[config.mk]
export PLATFORM = sky130hd
export DESIGN_NAME = tms_sequencer
export DESIGN_NICKNAME = d
export VERILOG_FILES = /design/src/rtl/tms_pkg.sv /design/src/rtl/tms_sequencer.sv
export SDC_FILE = /design/constraint.sdc
export NUM_CORES = 2
export LEC_CHECK = 0
export BUFFER_PORTS_ARGS = -buffer_cell sky130_fd_sc_hd__buf_4
export CELL_PAD_IN_SITES_DETAIL_PLACEMENT = 0
export CELL_PAD_IN_SITES_GLOBAL_PLACEMENT = 1
export CORE_ASPECT_RATIO = 0.8
export CORE_MARGIN = 2
export CORE_UTILIZATION = 30
export CTS_BUF_LIST = sky130_fd_sc_hd__clkbuf_4 sky130_fd_sc_hd__clkbuf_8
export DETAILED_ROUTE_END_ITERATION = 10
export HOLD_SLACK_MARGIN = 0.06
export PLACE_DENSITY = 0.55
export SLEW_MARGIN = 0
export SYNTH_ARGS = -nofsm -noshare
export SYNTH_HDL_FRONTEND = slang
export SYNTH_SLANG_ARGS = --single-unit
export TNS_END_PERCENT = 10
[constraint.sdc]
create_clock -name clk -period 63.4 [get_ports clk]
set_input_delay 12.68 -clock clk [delete_from_list [all_inputs] [get_ports clk]]
set_output_delay 12.68 -clock clk [all_outputs]
set_load 0.1 [all_outputs]
[src/rtl/tms_pkg.sv]
// Shared constants of the trigger macro sequencer
package tms_pkg;
	// ****************************************
	// Register map: word index, byte = 4*index
	// ****************************************
	localparam int TMS_NCFG = 9;
	localparam int TMS_IDX_CTRL = 0;
	localparam int TMS_IDX_P1 = 1;
	localparam int TMS_IDX_P2 = 2;
	localparam int TMS_IDX_P3 = 3;
	localparam int TMS_IDX_MASK = 4;
	localparam int TMS_IDX_COUNT = 5;
	localparam int TMS_IDX_DUR = 6;
	localparam int TMS_IDX_DUR2 = 7;
	localparam int TMS_IDX_SER = 8;
	localparam int TMS_IDX_CMD = 9;
	localparam int TMS_IDX_STAT = 10;
	localparam logic [31:0] TMS_CFG_RST = 32'h0000_0000;
	// ****************************************
	// Control word fields
	// ****************************************
	localparam int TMS_F_MODE = 0;
	localparam int TMS_F_ABSENT = 1;
	localparam int TMS_F_LT = 2;
	localparam int TMS_F_EDGE_LO = 4;
	localparam int TMS_F_EDGE_HI = 5;
	localparam int TMS_F_MAC_LO = 8;
	localparam int TMS_F_MAC_HI = 12;
	localparam int TMS_F_CH_LO = 16;
	// Command bits
	localparam int TMS_C_ARM = 0;
	localparam int TMS_C_STOP = 1;
	localparam int TMS_C_BREAK = 2;
	localparam int TMS_C_RESTORE = 3;
	// Status fields
	localparam int TMS_S_RUN = 0;
	localparam int TMS_S_TRIG = 1;
	localparam int TMS_S_EXP = 2;
	localparam int TMS_S_LV_LO = 8;
	localparam int TMS_S_CNT_LO = 16;
	// ****************************************
	// Macro codes
	// ****************************************
	localparam logic [4:0] TMS_M_USER = 5'h00;
	localparam logic [4:0] TMS_M_ANY_N = 5'h01;
	localparam logic [4:0] TMS_M_PAT_GE = 5'h02;
	localparam logic [4:0] TMS_M_PAT_LT = 5'h03;
	localparam logic [4:0] TMS_M_EDGE = 5'h04;
	localparam logic [4:0] TMS_M_EDGE_PAT = 5'h05;
	localparam logic [4:0] TMS_M_PAT_SOON = 5'h06;
	localparam logic [4:0] TMS_M_PAT_LATE = 5'h07;
	localparam logic [4:0] TMS_M_EDGE_CLOSE = 5'h08;
	localparam logic [4:0] TMS_M_EDGE_FAR = 5'h09;
	localparam logic [4:0] TMS_M_WIDTH = 5'h0a;
	localparam logic [4:0] TMS_M_DELAY = 5'h0b;
	localparam logic [4:0] TMS_M_EV_N = 5'h0c;
	localparam logic [4:0] TMS_M_EV_CONSEC = 5'h0d;
	localparam logic [4:0] TMS_M_B2B = 5'h0e;
	localparam logic [4:0] TMS_M_EV2_N_B3 = 5'h0f;
	localparam logic [4:0] TMS_M_FEW = 5'h10;
	localparam logic [4:0] TMS_M_MANY = 5'h11;
	localparam logic [4:0] TMS_M_SERIAL = 5'h12;
	localparam logic [4:0] TMS_M_SOON_T = 5'h13;
	localparam logic [4:0] TMS_M_LATE_T = 5'h14;
	// Internal level usage
	localparam logic [7:0] TMS_LV_ONE = 8'h01;
	localparam logic [7:0] TMS_LV_TWO = 8'h02;
	localparam logic [7:0] TMS_LV_THREE = 8'h03;
	localparam logic [7:0] TMS_LV_FOUR = 8'h04;
	localparam logic [7:0] TMS_LV_FIVE = 8'h05;
	// Durations count in clock periods of 100 ns
	localparam int TMS_CLK_NS = 100;
	localparam int TMS_DUR_UNIT_NS = 100;
	localparam int TMS_DUR_CYC = TMS_DUR_UNIT_NS / TMS_CLK_NS;
	typedef enum logic [1:0] {
		TMS_ST_IDLE = 2'b00,
		TMS_ST_FIRST = 2'b01,
		TMS_ST_SECOND = 2'b10,
		TMS_ST_DONE = 2'b11
	} tms_state_t;
endpackage

[src/rtl/tms_sequencer.sv]
// Trigger macro sequencer with Avalon-MM register slave
// Overview of operation
// - User level takes one level; four when less-than duration used.
// - Break down copies macro into editable long-form levels.
// - Restore drops edits and reinstates original macro and branching.
// - Any-state fires when first sampled state is seen n times.
// - Pattern present or absent at least duration fires.
// - Pattern present or absent shorter than duration fires; four or five.
// - Edge macros fire on selected edge or its Nth occurrence.
// - Edge within pattern fires when edge and pattern share a sample.
// - Pattern within duration after edge fires; three or four levels.
// - Pattern absent throughout period after edge fires; two levels.
// - Second edge within period after first fires; three or four.
// - Second edge later than period after first fires; two levels.
// - Pattern width outside min and max fires; four or five levels.
// - Delay fires after time in timing, n user clocks in state.
// - Event count fires after n matches, consecutive or not.
// - Consecutive event fires after n matches in a row.
// - Back-to-back fires when pattern two follows one next state.
// - Count n pattern two after one; pattern three restarts, wins ties.
// - Too few states between pattern one and two fires.
// - Too many states, at least n, between one and two fires.
// - Serial pattern of n bits on one channel, n levels.
// - Pattern two sooner or not sooner than time after one fires.
`timescale 1ns/10ps
module tms_sequencer import tms_pkg::*; #(
	parameter int PW = 32,
	parameter int CW = 16
) (
	// Clock and reset
	input wire logic clk,
	input wire logic sys_rst,
	// Avalon-MM slave
	input wire logic [5:0] avs_address,
	input wire logic avs_read,
	input wire logic avs_write,
	input wire logic [31:0] avs_writedata,
	input wire logic [3:0] avs_byteenable,
	output logic [31:0] avs_readdata,
	output logic avs_waitrequest,
	// Probes and user clock
	input wire logic [PW-1:0] probe_in,
	input wire logic user_clk_in,
	// Trigger
	output logic trig_out
);
	localparam int CHW = $clog2(PW);
	localparam logic [CW-1:0] CNT_ONE = CW'(1);
	localparam logic [CW-1:0] CNT_MAX = {CW{1'b1}};

	// ****************************************
	// Register slave
	// ****************************************
	logic [31:0] cfg_reg [TMS_NCFG];
	logic [31:0] sav_reg [TMS_NCFG];
	logic expanded_reg;
	logic [31:0] status_w;
	wire [3:0] widx = avs_address[5:2];
	wire wr_fire = avs_write & ~avs_waitrequest;
	wire wr_cfg = wr_fire & (widx < 4'(TMS_NCFG));
	wire wr_cmd = wr_fire & (widx == 4'(TMS_IDX_CMD)) & avs_byteenable[0];
	wire cmd_arm = wr_cmd & avs_writedata[TMS_C_ARM];
	wire cmd_stop = wr_cmd & avs_writedata[TMS_C_STOP];
	wire cmd_break = wr_cmd & avs_writedata[TMS_C_BREAK] & ~expanded_reg;
	wire cmd_rest = wr_cmd & avs_writedata[TMS_C_RESTORE] & expanded_reg;
	wire [31:0] be_mask = {{8{avs_byteenable[3]}}, {8{avs_byteenable[2]}},
		{8{avs_byteenable[1]}}, {8{avs_byteenable[0]}}};
	wire [31:0] rd_word = (widx < 4'(TMS_NCFG)) ? cfg_reg[widx] :
		(widx == 4'(TMS_IDX_STAT)) ? status_w : TMS_CFG_RST;

	always_ff @(posedge clk or posedge sys_rst) begin
		if (sys_rst) begin
			avs_waitrequest <= 1'b1;
			avs_readdata <= TMS_CFG_RST;
		end else if (avs_waitrequest) begin
			avs_waitrequest <= ~(avs_read | avs_write);
			avs_readdata <= rd_word;
		end else begin
			avs_waitrequest <= 1'b1;
		end
	end

	// Restore outranks any write in the same cycle
	always_ff @(posedge clk or posedge sys_rst) begin
		if (sys_rst) begin
			for (int i = 0; i < TMS_NCFG; i++) begin
				cfg_reg[i] <= TMS_CFG_RST;
			end
		end else if (cmd_rest) begin
			for (int i = 0; i < TMS_NCFG; i++) begin
				cfg_reg[i] <= sav_reg[i];
			end
		end else if (wr_cfg) begin
			cfg_reg[widx] <= (cfg_reg[widx] & ~be_mask) |
				(avs_writedata & be_mask);
		end
	end

	always_ff @(posedge clk or posedge sys_rst) begin
		if (sys_rst) begin
			expanded_reg <= 1'b0;
			for (int i = 0; i < TMS_NCFG; i++) begin
				sav_reg[i] <= TMS_CFG_RST;
			end
		end else if (cmd_break) begin
			expanded_reg <= 1'b1;
			for (int i = 0; i < TMS_NCFG; i++) begin
				sav_reg[i] <= cfg_reg[i];
			end
		end else if (cmd_rest) begin
			expanded_reg <= 1'b0;
		end
	end

	// ****************************************
	// Configuration decode
	// ****************************************
	wire [31:0] ctrl = cfg_reg[TMS_IDX_CTRL];
	wire mode_state = ctrl[TMS_F_MODE];
	wire absent = ctrl[TMS_F_ABSENT];
	wire lt_on = ctrl[TMS_F_LT];
	// Less-than duration exists only in timing mode
	wire lt_dur = lt_on & ~mode_state;
	wire [1:0] etype = ctrl[TMS_F_EDGE_HI:TMS_F_EDGE_LO];
	wire [4:0] macro = ctrl[TMS_F_MAC_HI:TMS_F_MAC_LO];
	wire [CHW-1:0] chan = ctrl[TMS_F_CH_LO +: CHW];
	wire [PW-1:0] mask = cfg_reg[TMS_IDX_MASK][PW-1:0];
	wire [CW-1:0] n_val = cfg_reg[TMS_IDX_COUNT][CW-1:0];
	wire [CW-1:0] dur_val = cfg_reg[TMS_IDX_DUR][CW-1:0];
	wire [CW-1:0] dur2_val = cfg_reg[TMS_IDX_DUR2][CW-1:0];
	wire [5:0] n_bits = cfg_reg[TMS_IDX_COUNT][5:0];
	wire [31:0] ser_pat = cfg_reg[TMS_IDX_SER];
	wire [31:0] ser_mask = n_bits[5] ? {32{1'b1}} :
		((32'h0000_0001 << n_bits[4:0]) - 32'h0000_0001);

	function automatic logic [7:0] tms_levels(input logic [4:0] mac,
			input logic lt, input logic ab, input logic [1:0] et,
			input logic [5:0] nb);
		logic [7:0] lv;
		lv = TMS_LV_ONE;
		case (mac)
			TMS_M_USER: lv = lt ? TMS_LV_FOUR : TMS_LV_ONE;
			TMS_M_PAT_LT, TMS_M_WIDTH: begin
				lv = ab ? TMS_LV_FIVE : TMS_LV_FOUR;
			end
			TMS_M_PAT_SOON, TMS_M_EDGE_CLOSE, TMS_M_FEW: begin
				lv = (&et) ? TMS_LV_FOUR : TMS_LV_THREE;
			end
			TMS_M_PAT_LATE, TMS_M_EDGE_FAR, TMS_M_B2B, TMS_M_EV2_N_B3,
			TMS_M_MANY, TMS_M_SOON_T, TMS_M_LATE_T: lv = TMS_LV_TWO;
			TMS_M_SERIAL: lv = {2'b00, nb};
			default: lv = TMS_LV_ONE;
		endcase
		return lv;
	endfunction

	wire [7:0] levels = tms_levels(macro, lt_dur, absent, etype, n_bits);

	// ****************************************
	// Probe sampling
	// ****************************************
	// Timing mode samples every clock; state mode on user clock rise
	logic [PW-1:0] probe_meta_reg, probe_sync_reg, last_reg;
	logic uclk_meta_reg, uclk_sync_reg, uclk_last_reg;
	always_ff @(posedge clk or posedge sys_rst) begin
		if (sys_rst) begin
			probe_meta_reg <= '0;
			probe_sync_reg <= '0;
			uclk_meta_reg <= 1'b0;
			uclk_sync_reg <= 1'b0;
			uclk_last_reg <= 1'b0;
		end else begin
			probe_meta_reg <= probe_in;
			probe_sync_reg <= probe_meta_reg;
			uclk_meta_reg <= user_clk_in;
			uclk_sync_reg <= uclk_meta_reg;
			uclk_last_reg <= uclk_sync_reg;
		end
	end

	wire [PW-1:0] cur = probe_sync_reg;
	wire smp = mode_state ? (uclk_sync_reg & ~uclk_last_reg) : 1'b1;
	wire m1 = ((cur ^ cfg_reg[TMS_IDX_P1][PW-1:0]) & mask) == '0;
	wire m2 = ((cur ^ cfg_reg[TMS_IDX_P2][PW-1:0]) & mask) == '0;
	wire m3 = ((cur ^ cfg_reg[TMS_IDX_P3][PW-1:0]) & mask) == '0;
	wire pres = m1 ^ absent;
	wire cb = cur[chan];
	wire lb = last_reg[chan];
	wire edge_hit = (etype[0] & cb & ~lb) | (etype[1] & ~cb & lb);

	// ****************************************
	// Sequencer engine
	// ****************************************
	tms_state_t stage_reg, stage_next;
	logic [CW-1:0] cnt_reg, cnt_next, tmr_reg, tmr_next;
	logic [PW-1:0] first_reg, first_next;
	logic [31:0] ser_reg;
	logic trig_seen_reg, hit;
	wire running = (stage_reg == TMS_ST_FIRST) | (stage_reg == TMS_ST_SECOND);
	wire [CW-1:0] cnt_inc = (cnt_reg == CNT_MAX) ? cnt_reg : cnt_reg + CNT_ONE;
	wire [CW-1:0] tmr_inc = (tmr_reg == CNT_MAX) ? tmr_reg : tmr_reg + CNT_ONE;
	wire [31:0] ser_next = {ser_reg[30:0], cb};
	wire first_st = (stage_reg == TMS_ST_FIRST);

	always_comb begin
		stage_next = stage_reg;
		cnt_next = cnt_reg;
		tmr_next = tmr_inc;
		first_next = first_reg;
		hit = 1'b0;
		if (smp && running) begin
			case (macro)
				TMS_M_ANY_N: begin
					if (first_st) begin
						first_next = cur;
						cnt_next = CNT_ONE;
						stage_next = TMS_ST_SECOND;
						hit = (n_val <= CNT_ONE);
					end else if (cur == first_reg) begin
						cnt_next = cnt_inc;
						hit = (cnt_inc >= n_val);
					end
				end
				TMS_M_PAT_GE: begin
					cnt_next = pres ? cnt_inc : '0;
					hit = pres & (cnt_inc >= dur_val);
				end
				TMS_M_USER, TMS_M_PAT_LT, TMS_M_WIDTH: begin
					cnt_next = pres ? cnt_inc : '0;
					if (macro == TMS_M_USER && !lt_dur) begin
						hit = m1;
					end else if (!pres && cnt_reg != '0) begin
						hit = (cnt_reg < dur_val) |
							((macro == TMS_M_WIDTH) & (cnt_reg > dur2_val));
					end
				end
				TMS_M_EDGE: begin
					if (edge_hit) begin
						cnt_next = cnt_inc;
						hit = (cnt_inc >= n_val);
					end
				end
				TMS_M_EDGE_PAT: hit = edge_hit & m1;
				TMS_M_PAT_SOON, TMS_M_PAT_LATE,
				TMS_M_EDGE_CLOSE, TMS_M_EDGE_FAR: begin
					if (first_st) begin
						if (edge_hit) begin
							stage_next = TMS_ST_SECOND;
							tmr_next = '0;
						end
					end else if (macro == TMS_M_PAT_SOON) begin
						hit = m1 & (tmr_inc <= dur_val);
						if (!hit && tmr_inc > dur_val) stage_next = TMS_ST_FIRST;
					end else if (macro == TMS_M_PAT_LATE) begin
						if (m1) stage_next = TMS_ST_FIRST;
						else hit = (tmr_inc >= dur_val);
					end else if (edge_hit) begin
						// A second edge that does not fire becomes the next first edge
						hit = (macro == TMS_M_EDGE_CLOSE) ?
							(tmr_inc <= dur_val) : (tmr_inc > dur_val);
						tmr_next = '0;
					end
				end
				TMS_M_DELAY: begin
					cnt_next = cnt_inc;
					hit = cnt_inc >= (mode_state ? n_val : dur_val);
				end
				TMS_M_EV_N: begin
					if (m1) begin
						cnt_next = cnt_inc;
						hit = (cnt_inc >= n_val);
					end
				end
				TMS_M_EV_CONSEC: begin
					cnt_next = m1 ? cnt_inc : '0;
					hit = m1 & (cnt_inc >= n_val);
				end
				TMS_M_B2B, TMS_M_EV2_N_B3, TMS_M_FEW, TMS_M_MANY,
				TMS_M_SOON_T, TMS_M_LATE_T: begin
					if (first_st) begin
						if (m1) begin
							stage_next = TMS_ST_SECOND;
							cnt_next = '0;
							tmr_next = '0;
						end
					end else case (macro)
						TMS_M_B2B: begin
							hit = m2;
							if (!m2 && !m1) stage_next = TMS_ST_FIRST;
						end
						TMS_M_EV2_N_B3: begin
							if (m3) begin
								stage_next = TMS_ST_FIRST;
								cnt_next = '0;
							end else if (m2) begin
								cnt_next = cnt_inc;
								hit = (cnt_inc >= n_val);
							end
						end
						TMS_M_FEW, TMS_M_MANY: begin
							if (m2) begin
								hit = (macro == TMS_M_FEW) ?
									(cnt_reg < n_val) : (cnt_reg >= n_val);
								stage_next = TMS_ST_FIRST;
							end else begin
								cnt_next = cnt_inc;
							end
						end
						default: begin
							if (m2) begin
								hit = (macro == TMS_M_SOON_T) ?
									(tmr_inc < dur_val) : (tmr_inc >= dur_val);
								stage_next = TMS_ST_FIRST;
							end
						end
					endcase
				end
				TMS_M_SERIAL: begin
					cnt_next = cnt_inc;
					hit = (((ser_next ^ ser_pat) & ser_mask) == '0) &
						({{(32-CW){1'b0}}, cnt_inc} >= {26'h000_0000, n_bits});
				end
				default: hit = 1'b0;
			endcase
			if (hit) stage_next = TMS_ST_DONE;
		end
	end

	always_ff @(posedge clk or posedge sys_rst) begin
		if (sys_rst) begin
			stage_reg <= TMS_ST_IDLE;
			cnt_reg <= '0;
			tmr_reg <= '0;
			first_reg <= '0;
		end else if (cmd_arm && !cmd_rest) begin
			stage_reg <= TMS_ST_FIRST;
			cnt_reg <= '0;
			tmr_reg <= '0;
		end else if (cmd_stop || cmd_rest) begin
			stage_reg <= TMS_ST_IDLE;
		end else begin
			stage_reg <= stage_next;
			cnt_reg <= cnt_next;
			tmr_reg <= tmr_next;
			first_reg <= first_next;
		end
	end

	// Trigger seen: set beats clear by arm
	always_ff @(posedge clk or posedge sys_rst) begin
		if (sys_rst) begin
			trig_out <= 1'b0;
			trig_seen_reg <= 1'b0;
			ser_reg <= '0;
			last_reg <= '0;
		end else begin
			trig_out <= hit;
			trig_seen_reg <= hit | (trig_seen_reg & ~cmd_arm);
			if (smp) begin
				ser_reg <= ser_next;
				last_reg <= cur;
			end
		end
	end

	assign status_w = {cnt_reg, levels, 2'b00, stage_reg, 1'b0,
		expanded_reg, trig_seen_reg, running};

	wire [31:0] sav_ctrl = sav_reg[TMS_IDX_CTRL];
	wire [CW-1:0] sav_dur = sav_reg[TMS_IDX_DUR][CW-1:0];
endmodule

Word level (Yosys, flattened, before mapping):

Index checks and enable logic that the tools add are counted.

* output and inout bits: 34
* bits in writable memories: 0
* word-level logic and storage cells: 283
* register bits: 808
* bits in read-only memories: 0
* input port bits: 79
* memories: 0
* latch bits: 0

* multiply operators: 0
* reduce and logical (&&, ||, !) cells: 39
* div/mod/pow operators: 0
* muxes and demuxes: 93
* $add $sub $neg: 3
* $lt $le $gt $ge: 17
* bitwise gates (word level): 52
* equal/unequal tests: 44
* shift-type cells: 1

Operators with widths (number)
* 288-bit 2-to-1 mux: 2
* 16-bit 2-to-1 mux: 26
* 288-bit bitwise mux: 1
* 32-bit AND: 6
* 32-bit 2-to-1 mux: 6
* 32-bit binary-select mux with 4-bit select: 1
* 32-bit demux with 4-bit select: 1
* 32-bit zero test: 4
* 32-bit XOR: 4
* 16-bit one-hot mux with 7 select lines: 1
* 16-bit >= comparator: 5
* 16-bit one-hot mux with 2 select lines: 2
* 16-bit less-than comparator: 3
* 5-bit by 4-bit == test with 1-bit output (second input constant): 8
* 7-bit != test (second input constant): 5
* 16-bit by 1-bit adder with 16-bit output (second input constant): 2
* 16-bit == test (second input constant): 2
* 32-bit == test: 1
* 16-bit greater-than comparator: 2
* 2-bit 2-to-1 mux: 16
* 32-bit inverter: 1
* 32-bit bitwise OR: 1
* 1-bit by 5-bit left shift with 32-bit output (first input constant): 1
* 32-bit by 1-bit subtractor with 32-bit output (second input constant): 1
* other kinds (51): 147

Longest topological paths before layout:

* depth in word-level cells: 16
* depth in mapped cells: 22
* mapped depth without buffers: 20

Worst setup path before layout:

Ideal clock, no wire load.

* path kind: in2reg
* start point: input port avs_address[2]
* end point: register cfg_reg[79] (netlist name)
* data arrival time: 14.999 ns
* cell stages on the path: 11
* data required time: 63.316 ns
* slack: 48.317 ns
* path buffers: 5
* setup time: 0.084 ns
* cells stage by stage: clkbuf_1 > nor2b_1 > nand2_1 > nor3_1 > and3_1 > buf_2 > buf_2 > clkbuf_1 > clkbuf_1 > a22oi_1 > o21ai_0

* word-level cells in the longest chain between the ends: 9
* elaborated cells between the ends (all ways): 22
* classes of those cells: 3 x order compare; 1 x eq/ne; 8 x mux; 8 x bitwise; 2 x reduce/logical

Ends and longest elaborated chain
* start, declared: RTL line tms_sequencer.sv:34 `input wire logic [5:0] avs_address,`
* 4-bit inverter with 5-bit output: RTL line tms_sequencer.sv:94 `cfg_reg[widx] <= (cfg_reg[widx] & ~be_mask) |`
* 32-bit binary-select mux with 4-bit select: RTL line tms_sequencer.sv:94
* 32-bit 2-to-1 mux (implied by the code) (2 in series): RTL line tms_sequencer.sv:94
* 32-bit AND: RTL line tms_sequencer.sv:94
* 32-bit bitwise OR: RTL line tms_sequencer.sv:94
* 288-bit bitwise mux: RTL line tms_sequencer.sv:94
* 288-bit 2-to-1 mux: RTL line tms_sequencer.sv:93 `end else if (wr_cfg) begin`
* 288-bit 2-to-1 mux: RTL line tms_sequencer.sv:89 `end else if (cmd_rest) begin`
* end signal, assigned by index: RTL line tms_sequencer.sv:91 `cfg_reg[i] <= sav_reg[i];`
* end signal, assigned by index: RTL line tms_sequencer.sv:94
* end, declared: RTL line tms_sequencer.sv:54 `logic [31:0] cfg_reg [TMS_NCFG];`

Parallel ways exist; a longest one is shown, timed or not. The select of a mux whose other input is x is not followed.
A chain may end at the register's enable or synchronous reset.

Worst setup path after layout:

* start point: input port avs_address[2]
* end point: register cfg_reg, in the netlist ser_pat[26]

Same word-level chain as after synthesis.

==> impl_metrics.toml <==
[timing]
worst_pin_slew_ns = 1.20
final-max-slew-violation-count = 0
rsz0062_at_grt = "false"
timing.slew.headroom_pct = 17.4
layout_min_cycle_time_ns = 16.44
max_clock_freq_ghz = 0.0608
final.setup_skew_ns = 0.0440
number_of_setup_violations_in_the_final_report = 0
final_min_period_over_clock_period_pct = 25.9
fin_worst_hold_slack_ns = 0.345
setup-tns-final_ns = 0
timing.final.hold_violations = 0

[setup_path]
endpoint_kind = "flop"
timing.critical_path.arrival_ns = 17.20
path_max_fanout = 177
reg2reg_from = "cnt_reg[0]$_DFFE_PP0P_"
setup.worst_path.start = "avs_address[2]"
cp.required_ns = 64.16
crit_path_start_kind = "input pin"
critical_path_class = "input pin to flop"

[drt]
detailedRoute.firstPassIterationCount = 5
via_count = 30435
remaining_antenna_violation_count = 0
detail_route.wl_per_cell_um = 28.1
wirelength_um = 154000
detailedRoute.firstIterationViolations = 3016
routed_via_density = 5.54
post-route-drc-count = 0

[synthesis]
synth.ff_latch_count = 808
syn_inst = 3546
asyncSetResetFlopFracSynth_pct = 100
avgSynthCellArea_um2 = 11.4
synth.net_count = 3741
ys.flop_type = "sky130_fd_sc_hd__dfrtp_1"
synth_sequential_area_ratio_pct = 50.0
ys_warn_count = 0
synth_edf_count = 0
post_synth_instance_area_um2 = 40500
post_synth_num_cell_types = 82

[worst_hold_path]
worst_hold_path_type = "flop to flop"
worst_hold_startpoint = "probe_meta_reg[25]$_DFF_PP0_"

[clock_tree]
number_of_buffers_created_by_cts = 146
clkTransAtPathRegs_ns = 0.06
post_cts.resized_instances = 0
cts_hold_buffers = 0
ctsRootBufferMaster = "sky130_fd_sc_hd__clkbuf_8"
post-cts-setup-buffer-count = 0
tritoncts = "built"
buffer_levels_on_the_longest_clock_path = 3
insertion_delay_ns = 0.89
htree_num_levels = 4
clock_sink_count = 808

[place]
placement.io_buffers = 110
detailed_place_hpwl_um = 104000
gp_congestion = 0.883

[power]
power_per_cell_area_nw_per_um2 = 34.3
power_after_layout_mw = 1.59
leak_pwr_nw = 20.8
worst_ir_drop_vdd_v = 0.0000206

[job]
maxCapViolCount = 0

[floorplanning]
floorplan.io_pins = 113
floorplan.initialDensity_pct = 30.2
fp.dieArea_um2 = 138000
placeableCoreArea_um2 = 134000
chipWidth_um = 415
floorplan.die.height_um = 333
number_of_standard_cell_rows_in_the_floorplan = 120

[global_routing]
initial_antenna_violation_count = 11
grt_start_max_net_pins = 178
grt_first_pass_wirelength_um = 222000
groute.usage.overall_pct = 22.1
grt_pass1_vias = 29458
grt.overflow.total = 0

[finish]
final.fill_count = 13485
layout_area_growth_over_synthesis_pct = 14.2
num-nets-final = 3811
largest_register_ffs = 240
drive_gt1_share_pct = 24.2
layout.cells.most_common = "sky130_fd_sc_hd__dfrtp_1"
final_cell_mix = "sky130_fd_sc_hd__dfrtp_1 (806), sky130_fd_sc_hd__o21ai_0 (432), sky130_fd_sc_hd__a22oi_1 (355)"

[outcome]
status = "finished, final reports clean"
[final cells by class]
class | instances | area, µm² | area share (%)
multi-input combinational | 2404 | 19000 | 41.2
inverter | 69 | 267 | 0.577
tap | 1769 | 2210 | 4.79
clock buffer | 219 | 2700 | 5.83
clock inverter | 29 | 297 | 0.642
antenna | 7 | 17.5 | 0.0379
timing repair buffer | 187 | 1450 | 3.15
sequential | 808 | 20200 | 43.8
[cells in the mapped netlist, types with 27 or more instances]
cell                       count  area (µm²)
sky130_fd_sc_hd__dfrtp_1     807       20200
sky130_fd_sc_hd__nand2_1     168         631
sky130_fd_sc_hd__nor2b_1      32         200
sky130_fd_sc_hd__ha_1        116        1450
sky130_fd_sc_hd__buf_2        30         150
sky130_fd_sc_hd__mux2_2      352        3960
sky130_fd_sc_hd__inv_1        68         255
sky130_fd_sc_hd__a21oi_1     100         500
sky130_fd_sc_hd__nor3_1       29         145
sky130_fd_sc_hd__a22oi_1     355        2670
sky130_fd_sc_hd__mux4_2       64        1440
sky130_fd_sc_hd__nand3_1      36         180
sky130_fd_sc_hd__nand4_1      45         282
sky130_fd_sc_hd__mux2i_1     116        1160
sky130_fd_sc_hd__clkbuf_1    197         739
sky130_fd_sc_hd__xor2_1      161        1410
sky130_fd_sc_hd__nor2_1       91         342
sky130_fd_sc_hd__o21ai_0     433        2170
sky130_fd_sc_hd__buf_1        27         101
[where the power goes]
part / switching (mW) / leakage (nW) / internal (mW)
clock: 0.236 / 1.59 / 0.284
combinational: 0.263 / 8.42 / 0.150
sequential: 0.0773 / 10.7 / 0.576
total: 0.576 / 20.8 / 1.01
[cells by family after synthesis]
family | share of synthesized area [%]
compound gates | 16.6
flops | 50.0
mux | 16.3
simple gates | 6.29
buf+inv | 3.33
xor+xnor | 4.00
fa+ha+maj | 3.59
[critical path: stages]
cell and delay (ns):
sky130_fd_sc_hd__buf_4 0.38, sky130_fd_sc_hd__nor2b_1 0.62, sky130_fd_sc_hd__nand2_1 0.16, sky130_fd_sc_hd__nor3_1 0.16, sky130_fd_sc_hd__buf_4 0.22, sky130_fd_sc_hd__and3_4 0.82, sky130_fd_sc_hd__buf_4 0.79, sky130_fd_sc_hd__buf_12 0.60
sky130_fd_sc_hd__a22oi_1 0.21, sky130_fd_sc_hd__o21ai_0 0.14
[routing by layer]
layer	GRT usage (%)	part of all wire, %	up-vias	wire length (µm)
li1	-	-	13347	-
met1	33.9	49	15812	75900
met2	30.8	42	1074	64200
met3	4.54	6.9	202	10700
met4	6.31	2.3	0	3600
met5	0	0	-	0
[path summary, 6_finish.rpt]
| path | endpoint | slack, ns | cells past startpoint |
|---|---|---|---|
| hold / removal | cur[25]$_DFF_PP0_ | 0.34 | 0 |
| hold reg to reg | cur[25]$_DFF_PP0_ | 0.34 | 0 |
| setup reg to reg | stage_reg[0]$_DFFE_PP0P_ | 57.66 | 16 |
| max in group asynchronous | sav_ctrl[11]$_DFFE_PP0P_ | 48.85 | 4 |
| min in group asynchronous | cfg_reg[57]$_DFFE_PP0P_ | 12.00 | 2 |
| setup / recovery | ser_pat[26]$_DFFE_PP0P_ | 46.96 | 10 |
[through the flow]
step,instance area [µm²],setup slack [ns],instances,util [%]
6_report,46200,46.96,5492,34.5
4_1_cts,46200,47.11,5485,34.5
3_3_place_gp,43200,46.13,5237,32.2
3_5_place_dp,43200,46.14,5237,32.2
2_1_floorplan,40500,28.03,3546,-
5_1_grt,46200,46.74,5486,34.5
Power figures use the tool's default switching activity.
